<file path="src/logic/gcs_pkg.sv">
// Package with register map, field layout and carrier types of the global config/status bank
package gcs_pkg;

  // ****************************************************************
  // Register offsets
  // ****************************************************************
  localparam logic [6:0] GCS_ADDR_GLOBAL_CONFIG  = 7'h00;
  localparam logic [6:0] GCS_ADDR_GLOBAL_STATUS  = 7'h01;
  localparam logic [6:0] GCS_ADDR_POS_COMPARE_M1 = 7'h05;
  localparam logic [6:0] GCS_ADDR_ACTUAL_POS_M1  = 7'h21; // Read-back of motor 1 position

  // ****************************************************************
  // Field layout
  // ****************************************************************
  localparam int GCS_CFG_WIDTH        = 11;
  localparam int GCS_STAT_WIDTH       = 4;
  localparam int GCS_CFG_CMP_OE_BIT   = 0;
  localparam int GCS_CFG_M1_INV_BIT   = 8;
  localparam int GCS_CFG_M2_INV_BIT   = 9;
  localparam int GCS_CFG_LOCK_BIT     = 10;
  localparam int GCS_STAT_RESET_BIT   = 0;
  localparam int GCS_STAT_DRV1_BIT    = 1;
  localparam int GCS_STAT_DRV2_BIT    = 2;
  localparam int GCS_STAT_UV_BIT      = 3;

  // ****************************************************************
  // Reset values
  // ****************************************************************
  localparam logic [GCS_CFG_WIDTH-1:0]  GCS_CFG_RESET  = 11'h000;
  localparam logic [GCS_STAT_WIDTH-1:0] GCS_STAT_RESET = 4'h1;
  localparam logic [31:0]               GCS_CMP_RESET  = 32'h0000_0000;
  localparam logic [31:0]               GCS_ZERO_WORD  = 32'h0000_0000;

  // ****************************************************************
  // Carrier types
  // ****************************************************************
  typedef struct packed {
    logic [6:0]  addr;
    logic [31:0] wdata;
    logic        wr;
    logic        rd;
  } gcs_bus_req_t;

  typedef struct packed {
    logic drv1_shutdown;
    logic drv2_shutdown;
    logic pump_uv;
  } gcs_events_t;

  typedef struct packed {
    logic o;
    logic oe;
  } gcs_pin_t;

endpackage : gcs_pkg

</file>
<file path="src/logic/gcs_global_regs.sv">
// Global configuration and status register bank of a two-axis motion controller
//
// Added by the designer: strobed register access.
`timescale 1ns/10ps

module gcs_global_regs #(
  parameter int POS_WIDTH = 32
) (
  // Clock and reset
  input  wire logic                 clk,
  input  wire logic                 rst,
  // Register port
  input  gcs_pkg::gcs_bus_req_t     bus_req,
  output logic [31:0]               rdata,
  // Driver events and levels
  input  gcs_pkg::gcs_events_t      events,
  input  wire logic                 irq_level,
  // Motion inputs
  input  wire logic [POS_WIDTH-1:0] actual_position_m1,
  input  wire logic                 motor1_dir_raw,
  input  wire logic                 motor2_dir_raw,
  // Motion outputs
  output logic                      motor1_dir,
  output logic                      motor2_dir,
  output logic                      driver_enable,
  // Pins
  output gcs_pkg::gcs_pin_t         position_pulse_out,
  output gcs_pkg::gcs_pin_t         interrupt_out
);
  import gcs_pkg::*;

  // ****************************************************************
  // Register storage
  // ****************************************************************
  logic [GCS_CFG_WIDTH-1:0]  global_config_reg;
  logic [POS_WIDTH-1:0]      position_compare_value_reg;
  logic [31:0]               rdata_reg;
  logic [31:0]               rdata_next;
  logic [GCS_STAT_WIDTH-1:0] global_status;
  logic [GCS_STAT_WIDTH-1:0] status_set;
  logic                      status_rd;
  logic                      pos_match;
  logic                      config_write_lock;
  logic                      compare_output_enable;

  assign config_write_lock     = global_config_reg[GCS_CFG_LOCK_BIT];
  assign compare_output_enable = global_config_reg[GCS_CFG_CMP_OE_BIT];
  assign status_rd             = bus_req.rd && (bus_req.addr == GCS_ADDR_GLOBAL_STATUS);

  // Configuration write, blocked once locked; only reset unlocks
  always_ff @(posedge clk or posedge rst) begin
    if (rst) begin
      global_config_reg <= GCS_CFG_RESET;
    end else if (bus_req.wr && bus_req.addr == GCS_ADDR_GLOBAL_CONFIG && !config_write_lock) begin
      global_config_reg <= bus_req.wdata[GCS_CFG_WIDTH-1:0];
    end
  end

  // Compare value write
  always_ff @(posedge clk or posedge rst) begin
    if (rst) begin
      position_compare_value_reg <= POS_WIDTH'(GCS_CMP_RESET);
    end else if (bus_req.wr && bus_req.addr == GCS_ADDR_POS_COMPARE_M1) begin
      position_compare_value_reg <= bus_req.wdata[POS_WIDTH-1:0];
    end
  end

  // ****************************************************************
  // Status flags
  // ****************************************************************
  always_comb begin
    status_set                     = '0;
    status_set[GCS_STAT_DRV1_BIT]  = events.drv1_shutdown;
    status_set[GCS_STAT_DRV2_BIT]  = events.drv2_shutdown;
    status_set[GCS_STAT_UV_BIT]    = events.pump_uv;
  end

  // Clear on read of the status register
  gcs_sticky_flags #(
    .WIDTH (GCS_STAT_WIDTH)
  ) u_flags (
    .clk    (clk),
    .rst    (rst),
    .set_in (status_set),
    .clear  (status_rd),
    .flags  (global_status)
  );

  // ****************************************************************
  // Read path
  // ****************************************************************
  always_comb begin
    rdata_next = GCS_ZERO_WORD;
    if (bus_req.rd) begin
      case (bus_req.addr)
        GCS_ADDR_GLOBAL_CONFIG: rdata_next[GCS_CFG_WIDTH-1:0]  = global_config_reg;
        GCS_ADDR_GLOBAL_STATUS: rdata_next[GCS_STAT_WIDTH-1:0] = global_status;
        GCS_ADDR_ACTUAL_POS_M1: rdata_next[POS_WIDTH-1:0]      = actual_position_m1;
        default:                rdata_next = GCS_ZERO_WORD;
      endcase
    end
  end

  // Read data stands in the cycle after the strobe only
  always_ff @(posedge clk or posedge rst) begin
    if (rst) begin
      rdata_reg <= GCS_ZERO_WORD;
    end else begin
      rdata_reg <= rdata_next;
    end
  end

  assign rdata = rdata_reg;

  // ****************************************************************
  // Motion control outputs
  // ****************************************************************
  always_comb begin
    motor1_dir    = motor1_dir_raw ^ global_config_reg[GCS_CFG_M1_INV_BIT];
    motor2_dir    = motor2_dir_raw ^ global_config_reg[GCS_CFG_M2_INV_BIT];
    driver_enable = !events.pump_uv;
  end

  // Comparator and pins
  gcs_pos_compare #(
    .POS_WIDTH (POS_WIDTH)
  ) u_cmp (
    .clk         (clk),
    .rst         (rst),
    .actual_pos  (actual_position_m1),
    .compare_val (position_compare_value_reg),
    .out_enable  (compare_output_enable),
    .irq_level   (irq_level),
    .pulse_pin   (position_pulse_out),
    .irq_pin     (interrupt_out),
    .match       (pos_match)
  );

  // ****************************************************************
  // Assertions: register port and flag detail
  // ****************************************************************
  // Write data as it lands in the narrower registers
  logic [GCS_CFG_WIDTH-1:0] cfg_wdata;
  logic [POS_WIDTH-1:0]     cmp_wdata;
  assign cfg_wdata = bus_req.wdata[GCS_CFG_WIDTH-1:0];
  assign cmp_wdata = bus_req.wdata[POS_WIDTH-1:0];
endmodule : gcs_global_regs

</file>
<file path="src/logic/gcs_sticky_flags.sv">
// Sticky clear-on-read status flags
`timescale 1ns/10ps
module gcs_sticky_flags #(
  parameter int WIDTH = 4
) (
  // Clock and reset
  input  wire logic             clk,
  input  wire logic             rst,
  // Event inputs and read-clear
  input  wire logic [WIDTH-1:0] set_in,
  input  wire logic             clear,
  // Flag state
  output logic      [WIDTH-1:0] flags
);
  import gcs_pkg::*;

  logic [WIDTH-1:0] flags_reg;
  logic [WIDTH-1:0] flags_next;

  // Set wins over clear in the same cycle
  always_comb begin
    flags_next = (clear ? '0 : flags_reg) | set_in;
  end

  // Flag storage; reset-seen flag comes up set after reset
  always_ff @(posedge clk or posedge rst) begin
    if (rst) begin
      flags_reg <= WIDTH'(GCS_STAT_RESET);
    end else begin
      flags_reg <= flags_next;
    end
  end

  assign flags = flags_reg;

endmodule : gcs_sticky_flags

</file>
<file path="src/logic/gcs_pos_compare.sv">
// Motor 1 position comparator with tristate-able pulse and interrupt pins
`timescale 1ns/10ps
module gcs_pos_compare #(
  parameter int POS_WIDTH = 32
) (
  // Clock and reset
  input  wire logic                 clk,
  input  wire logic                 rst,
  // Compare operands
  input  wire logic [POS_WIDTH-1:0] actual_pos,
  input  wire logic [POS_WIDTH-1:0] compare_val,
  input  wire logic                 out_enable,
  input  wire logic                 irq_level,
  // Pins
  output gcs_pkg::gcs_pin_t         pulse_pin,
  output gcs_pkg::gcs_pin_t         irq_pin,
  output logic                      match
);
  import gcs_pkg::*;

  logic match_reg;

  // Registered equality, high in the cycle after the positions agree
  always_ff @(posedge clk or posedge rst) begin
    if (rst) begin
      match_reg <= 1'b0;
    end else begin
      match_reg <= (actual_pos == compare_val);
    end
  end

  // Pins driven only while the output enable is set
  always_comb begin
    pulse_pin.o  = match_reg;
    pulse_pin.oe = out_enable;
    irq_pin.o    = irq_level;
    irq_pin.oe   = out_enable;
  end

  assign match = match_reg;

endmodule : gcs_pos_compare

</file>
<file path="config.mk">
export PLATFORM = sky130hd
export DESIGN_NAME = gcs_global_regs
export DESIGN_NICKNAME = d
export VERILOG_FILES = /design/src/logic/gcs_pkg.sv /design/src/logic/gcs_global_regs.sv /design/src/logic/gcs_sticky_flags.sv /design/src/logic/gcs_pos_compare.sv
export SDC_FILE = /design/constraint.sdc
export NUM_CORES = 1
export LEC_CHECK = 0
export ABC_AREA = 1
export BUFFER_PORTS_ARGS = -buffer_cell sky130_fd_sc_hd__buf_2
export CAP_MARGIN = 20
export CORE_MARGIN = 4
export CORE_UTILIZATION = 30
export DETAILED_ROUTE_END_ITERATION = 8
export GPL_TIMING_DRIVEN = 0
export SLEW_MARGIN = 20
export SYNTH_ARGS = -nofsm -noshare
export SYNTH_HDL_FRONTEND = slang
export SYNTH_SLANG_ARGS = --single-unit
</file>
<file path="constraint.sdc">
create_clock -name clk -period 3.7 [get_ports clk]
set_input_delay 1.11 -clock clk [delete_from_list [all_inputs] [get_ports clk]]
set_output_delay 1.11 -clock clk [all_outputs]
set_load 0.02 [all_outputs]
</file>
* Word level (Yosys, flattened, before mapping) *
Index checks and enable logic that the tools add are counted.

storage, ports and cells
  register bits = 80
  bits in latches = 0
  memory bits (writable) = 0
  ROM bits = 0
  input bits = 81
  output and inout port bits = 39
  logic and storage cells = 24
  memories kept = 0

cells by class
  $add $sub $neg = 0
  multiply operators = 0
  div/mod/pow operators = 0
  $lt $le $gt $ge = 0
  equal/unequal tests = 4
  shift operators = 0
  muxes and demuxes = 5
  bitwise logic cells = 3
  reduce and logical (&&, ||, !) cells = 7

operators by type and width
  operator                                                               number
  32-bit equality test                                                   1
  32-bit two-way mux                                                     1
  21-bit two-way mux                                                     1
  7-bit one-hot mux with 2 select lines                                  1
  4-bit one-hot mux with 3 select lines                                  1
  7-bit by 1-bit equality test with 1-bit output, second input constant  1
  7-bit by 3-bit equality test with 1-bit output, second input constant  1
  7-bit by 6-bit equality test with 1-bit output, second input constant  1
  7-bit logical NOT                                                      1
  1-bit logical AND                                                      4
  4-bit two-way mux                                                      1
  4-bit OR                                                               1
  1-bit logical NOT                                                      2
  1-bit bitwise XOR                                                      2

* Logic depth before layout (Yosys ltp) *
Gate-level depths: netlist of run 1.

  depth in word-level cells = 4
  depth in mapped cells = 8
  gate-level depth less buffers = 8

* By module *
Synthesis of run 1 repeated with hierarchy kept, for this count alone.

second synthesis, totals
  cell total of the unflattened synthesis = 525
  area, all modules = 4,115.2 um^2

by module, submodules not included
  module            instances  cells each  area each (um^2)  seq. area each (um^2)
  gcs_global_regs   1          333         3,256.9           1,876.8
  gcs_pos_compare   1          174         704.4             25.0
  gcs_sticky_flags  1          18          153.9             101.3

* Least setup slack after synthesis of run 1 *
No wires, ideal clock.

  kind = input to output
  from = input port motor1_dir_raw
  to = output port motor1_dir
  arrival = 1.459 ns
  data required time = 2.590 ns
  path slack = 1.131 ns
  stages = 1
  buffers on the path = 0
  cells stage by stage = xor2_1

on the way
  longest elaborated chain between the ends = 1

ends and longest elaborated chain
  what                line                    source
  start: declaration  gcs_global_regs.sv:20   input wire logic motor1_dir_raw,
  1-bit bitwise XOR   gcs_global_regs.sv:119  motor1_dir = motor1_dir_raw ^ global_config_reg[GCS_CFG_M1_INV_BIT];
  end: declaration    gcs_global_regs.sv:23   output logic motor1_dir,

No other way between the ends.

* Worst setup path in the final report of run 1 *
  from = input port motor2_dir_raw
  to = output port motor2_dir

on the way
  longest elaborated chain between the ends = 1

ends and longest elaborated chain
  what                line                    source
  start: declaration  gcs_global_regs.sv:21   input wire logic motor2_dir_raw,
  1-bit bitwise XOR   gcs_global_regs.sv:120  motor2_dir = motor2_dir_raw ^ global_config_reg[GCS_CFG_M2_INV_BIT];
  end: declaration    gcs_global_regs.sv:24   output logic motor2_dir,

No other way between the ends.

==> results.json, run 1 <==
{
  "cpMostUsedCell": "buf_2",
  "via_per_inst": 4.24,
  "num_rows": 41,
  "cts-root-buf": "clkbuf_16",
  "die_h_um": 122,
  "drtPass1Iterations": 4,
  "rsz0062_at_grt": "false",
  "crit_slowest_cell": "xor2_1",
  "dp.cells": 761,
  "tightest_slew_ps": 502,
  "antenna_found_initial": 0,
  "cts_tree": "built",
  "h-tree-depth": 3,
  "avgSynthCellArea_um2": 8.34,
  "grt.total_usage_pct": 14.0,
  "grt_pass1_vias": 3385,
  "antenna_left": 0,
  "maxSlewViolCount": 0,
  "cts_buffers": 9,
  "crit_start": "motor2_dir_raw",
  "startpoint_type": "primary input",
  "drt_iter0_drc": 132,
  "syn-cell-area_mm2": 0.00392,
  "utilization_pct": 39.8,
  "drc": 0,
  "arrival_ps": 1630,
  "layout-drive-gt1-share_pct": 38.2,
  "clkSlewWorstSetupHoldPaths_ps": 60,
  "syn_inst": 470,
  "dieArea_mm2": 0.0150,
  "min_period_ps": 2740,
  "grt_overflow": 0,
  "n_fill_cell": 1370,
  "hpwl_mm": 7.64,
  "cts_resized": 0,
  "outcome": "finished clean",
  "numPortBuffers": 118,
  "syn_nets": 551,
  "crit_type": "primary input to output pin",
  "finalCritPeriodShare_pct": 74.2,
  "cts_buffer_depth": 2,
  "regToRegStartpoint": "position_compare_value_reg[15]",
  "synthDistinctLibCells": 22,
  "synth_seq_cells": 80,
  "timing.fmax_mhz": 364,
  "crit_family": "buffers and inverters",
  "area_growth_pct": 29.2,
  "ys_warn_count": 0,
  "holdCritStartpoint": "u_flags.flags[0]",
  "peakVddDrop_mv": 0.214,
  "cap_violations": 0,
  "p_switching_mw": 0.496,
  "final_common_cell": "nand2_1",
  "critical_path_buf_inv_count": 2,
  "powerDensity_mw_per_mm2": 403,
  "grt_pass1_wl_mm": 16.2,
  "crit_chain": "buf_2 > xor2_1 > buf_2",
  "fin_cells": 777,
  "nNetsFinal": 681,
  "drt-total-wl_mm": 10.0,
  "die_w_um": 122,
  "cts_hold_buffers": 0,
  "seq_area_frac_synth_pct": 51.1,
  "total_leakage_power_nw": 2.94,
  "worst-path-max-fanout": 1,
  "core_mm2": 0.0127,
  "power_frac_clock_pct": 45.0,
  "io_pins": 120,
  "finClkSkew_ps": 5.87,
  "slew-limit-headroom_pct": 66.5,
  "routedWlPerCell_um": 12.9,
  "final_hold_viol_count": 0,
  "clk_latency_ps": 340,
  "critical-path-max-stage-delay_ps": 210,
  "grt_max_degree": 45,
  "start_util_pct": 30.8,
  "p_int_mw": 1.54,
  "vias": 3295,
  "setup_violations": 0,
  "critPathCaptureType": "output pin",
  "n_antenna_cell": 0,
  "p_sw_share_pct": 24.3,
  "critical_path_required_ps": 2590,
  "gp_congestion": 0.747,
  "hold_path_class": "flop to flop",
  "layout_common_cells": "nand2_1, buf_2, inv_1",
  "pwr-share-seq_pct": 45.1,
  "p_comb_share_pct": 10.0,
  "cts_setup_buffers": 0,
  "cts.sinks": 80
}
## power groups by stage
stage	Combinational, mW	Sequential (mW)	Clock, mW
CTS	0.208	0.919	0.953
global placement	0.197	0.933	0
detailed placement	0.207	0.935	0
finish	0.203	0.919	0.917
global route	0.235	0.921	0.989
floorplan	0.117	0.933	0
## worst register-to-register path, delay by kind of cell (launching register included)
| family | cells | cell delay [ps] |
|---|---|---|
| buf+inv | 1 | 60 |
| simple gates | 7 | 580 |
| flops | 1 | 340 |
## per-stage QoR
step	power [mW]	TNS (ps)	hold slack (ps)	setup WS, ps	cell area, um^2
6_report	2.04	0	457	956	5060
2_1_floorplan	1.05	0	433	540	3920
4_1_cts	2.08	0	458	950	5060
3_5_place_dp	1.14	0	447	952	4750
5_1_grt	2.14	0	484	951	5060
3_3_place_gp	1.13	-46500	441	-595	4720
## per-layer routing
metal,vias up,share of wire (%),global-route usage (%)
li1,1653,-,-
met1,1543,45,17.0
met2,88,48,24.0
met3,11,5.6,3.46
met4,0,1.4,5.32
met5,-,0,0
## cell families (layout without fill, tap and decap cells)
group                  Yosys count  count (layout)  synth area share, %
AND/OR/NAND/NOR                229             229                 26.0
buffers and inverters          105             240                 12.0
flip-flops                      80              80                 51.1
AO/OA/AOI/OAI                   51              51                 9.74
XOR/XNOR                         5               5                 1.12
## cells in the mapped netlist
cell type	instances	area, um^2
nor2_2	39	244
a21o_1	2	15.0
inv_1	85	319
nand4_4	1	21.3
nand2_2	1	6.26
nand2_1	128	480
o21ai_1	10	50.1
buf_1	1	3.75
nor3_4	1	16.3
o22ai_1	1	6.26
a21oi_2	32	280
nor2_1	39	146
dfstp_2	1	26.3
nand3_1	19	95.1
dfrtp_1	79	1980
buf_4	5	37.5
xor2_1	5	43.8
inv_2	3	11.3
o21ai_0	6	30.0
buf_2	4	20.0
nor3_2	1	10.0
buf_6	7	78.8
## final timing paths
kind	end	slack (ps)	cells after the start
worst min-delay path	u_flags.flags[0]	460	2
min in group asynchronous	rdata[4]	800	2
worst max register to register	u_cmp.match	2660	8
worst min register to register	u_flags.flags[0]	460	2
worst max-delay path	motor2_dir	960	3
max in group asynchronous	u_flags.flags[0]	2250	3
## layout make-up
type	instances	area, um^2	share of cell area [%]
Timing Repair Buffer	119	618	12.2
Inverter	88	333	6.57
Buffer	17	140	2.77
Tap cell	172	215	4.25
Clock inverter	5	55.1	1.09
Clock buffer	11	253	4.99
Sequential cell	80	2000	39.6
Multi-Input combinational cell	285	1450	28.5
Power figures use the tool's default switching activity.
==> run 2, diff against run 1 <==
Clock period 3.7 ns to 2.3 ns, I/O delays scaled along.
==> run 2 against run 1 <==
Sequential power rose by 61%. First-iteration DRC count rose by 1.5%. Combinational power rose by 63%. Count of clock-buffer cells in the layout rose by 4. Sequential cell count did not move. Wire length barely moved. Power rose by 53%. Largest power group unchanged.
==> results.json, run 2 (same netlist as run 1, synthesis figures left out) <==
{
  "outcome": "finished clean",
  "critical-path-max-stage-delay_ps": 210,
  "grt_pass1_vias": 3367,
  "final_hold_viol_count": 0,
  "tightest_slew_ps": 536,
  "crit_chain": "buf_2 > xor2_1 > buf_2",
  "drtPass1Iterations": 4,
  "p_int_mw": 2.35,
  "p_sw_share_pct": 24.6,
  "drt_iter0_drc": 134,
  "drt-total-wl_mm": 10.0,
  "die_w_um": 122,
  "routedWlPerCell_um": 12.9,
  "clkSlewWorstSetupHoldPaths_ps": 60,
  "finClkSkew_ps": 9.95,
  "timing.fmax_mhz": 526,
  "min_period_ps": 1900,
  "cts_setup_buffers": 0,
  "cts_buffers": 9,
  "cts-root-buf": "clkbuf_16",
  "hpwl_mm": 7.71,
  "total_leakage_power_nw": 2.92,
  "crit_type": "primary input to output pin",
  "cap_violations": 0,
  "critical_path_buf_inv_count": 2,
  "grt_max_degree": 33,
  "crit_family": "buffers and inverters",
  "tns_ps": 0,
  "cts_hold_buffers": 0,
  "nNetsFinal": 682,
  "reg2reg_to": "u_cmp.match",
  "p_comb_share_pct": 10.6,
  "antenna_left": 0,
  "crit_start": "motor2_dir_raw",
  "die_h_um": 122,
  "worst-path-max-fanout": 1,
  "fin_cells": 778,
  "numPortBuffers": 118,
  "crit_end": "motor2_dir",
  "cpMostUsedCell": "buf_2",
  "pwr-share-seq_pct": 47.4,
  "power_frac_clock_pct": 42.0,
  "vias": 3268,
  "rrSetupSlack_ps": 1230,
  "antenna_found_initial": 0,
  "fin_total_pwr_mw": 3.12,
  "cts_buffer_depth": 2,
  "layout-drive-gt1-share_pct": 37.5,
  "startpoint_type": "primary input",
  "setup_violations": 0,
  "grt.total_usage_pct": 14.2,
  "rsz0062_at_grt": "false",
  "cts_tree": "built",
  "n_antenna_cell": 0,
  "io_pins": 120,
  "dieArea_mm2": 0.0150,
  "slew-limit-headroom_pct": 64.3,
  "gp_congestion": 0.752,
  "p_switching_mw": 0.768,
  "crit_slowest_cell": "xor2_1",
  "critical_path_required_ps": 1610,
  "peakVddDrop_mv": 0.342,
  "crit_cells": 3,
  "via_per_inst": 4.20,
  "maxSlewViolCount": 0,
  "finalCritPeriodShare_pct": 82.7,
  "hold_path_class": "primary input to asynchronous set/reset pin",
  "powerDensity_mw_per_mm2": 620,
  "whs_ps": 383,
  "core_mm2": 0.0127,
  "final_common_cell": "nand2_1",
  "cts.sinks": 80,
  "r2r_cells": 8,
  "regToRegStartpoint": "position_compare_value_reg[15]",
  "num_rows": 41,
  "clk_latency_ps": 340,
  "dp.cells": 762,
  "arrival_ps": 1210,
  "h-tree-depth": 3,
  "grt_overflow": 0,
  "layout_common_cells": "nand2_1, buf_2, inv_1",
  "drc": 0,
  "area_growth_pct": 28.4,
  "start_util_pct": 30.8,
  "critPathCaptureType": "output pin",
  "grt_pass1_wl_mm": 16.2,
  "cts_resized": 0
}
==> run 2: power by group through the flow <==
stage	logic, mW	clock network (mW)	registers, mW
4_1_cts	0.338	1.36	1.48
3_3_place_gp	0.318	0	1.50
2_1_floorplan	0.189	0	1.50
6_report	0.330	1.31	1.48
5_1_grt	0.381	1.42	1.48
3_5_place_dp	0.335	0	1.50
==> run 2: how the worst min path moves through the flow <==
stage,cells past startpoint,slack (ps),startpoint,end
after floorplan,2,430,u_flags.flags[0],u_flags.flags[0]
after global placement,2,440,u_flags.flags[0],u_flags.flags[0]
after detailed placement,2,440,u_flags.flags[0],u_flags.flags[0]
after CTS,2,390,rst,rdata[29]
after global routing,2,410,rst,rdata[29]
final,2,380,rst,rdata[29]
==> run 2: layout make-up <==
cell class	count	area [um^2]
fill	1333	7690
sequential	80	2000
multi-input combinational	285	1450
timing repair buffer	120	631
inverter	88	334
clock buffer	15	258
tap	172	215
buffer	17	140
clock inverter	1	5.00
==> run 2: per-stage QoR <==
step	area, um^2	util, %	worst slack (ps)
2_1_floorplan	3920	-	571
3_3_place_gp	4730	37.2	49.6
3_5_place_dp	4770	37.5	345
4_1_cts	5030	39.5	383
5_1_grt	5030	39.5	379
6_report	5030	39.5	397
==> run 2: metal layers <==
layer | track usage, % | vias to the layer above | part of all wire [%]
met4 | 5.25 | 0 | 1.4
li1 | - | 1657 | -
met3 | 3.46 | 10 | 5.8
met5 | 0 | - | 0
met2 | 23.7 | 81 | 48
met1 | 17.7 | 1520 | 45
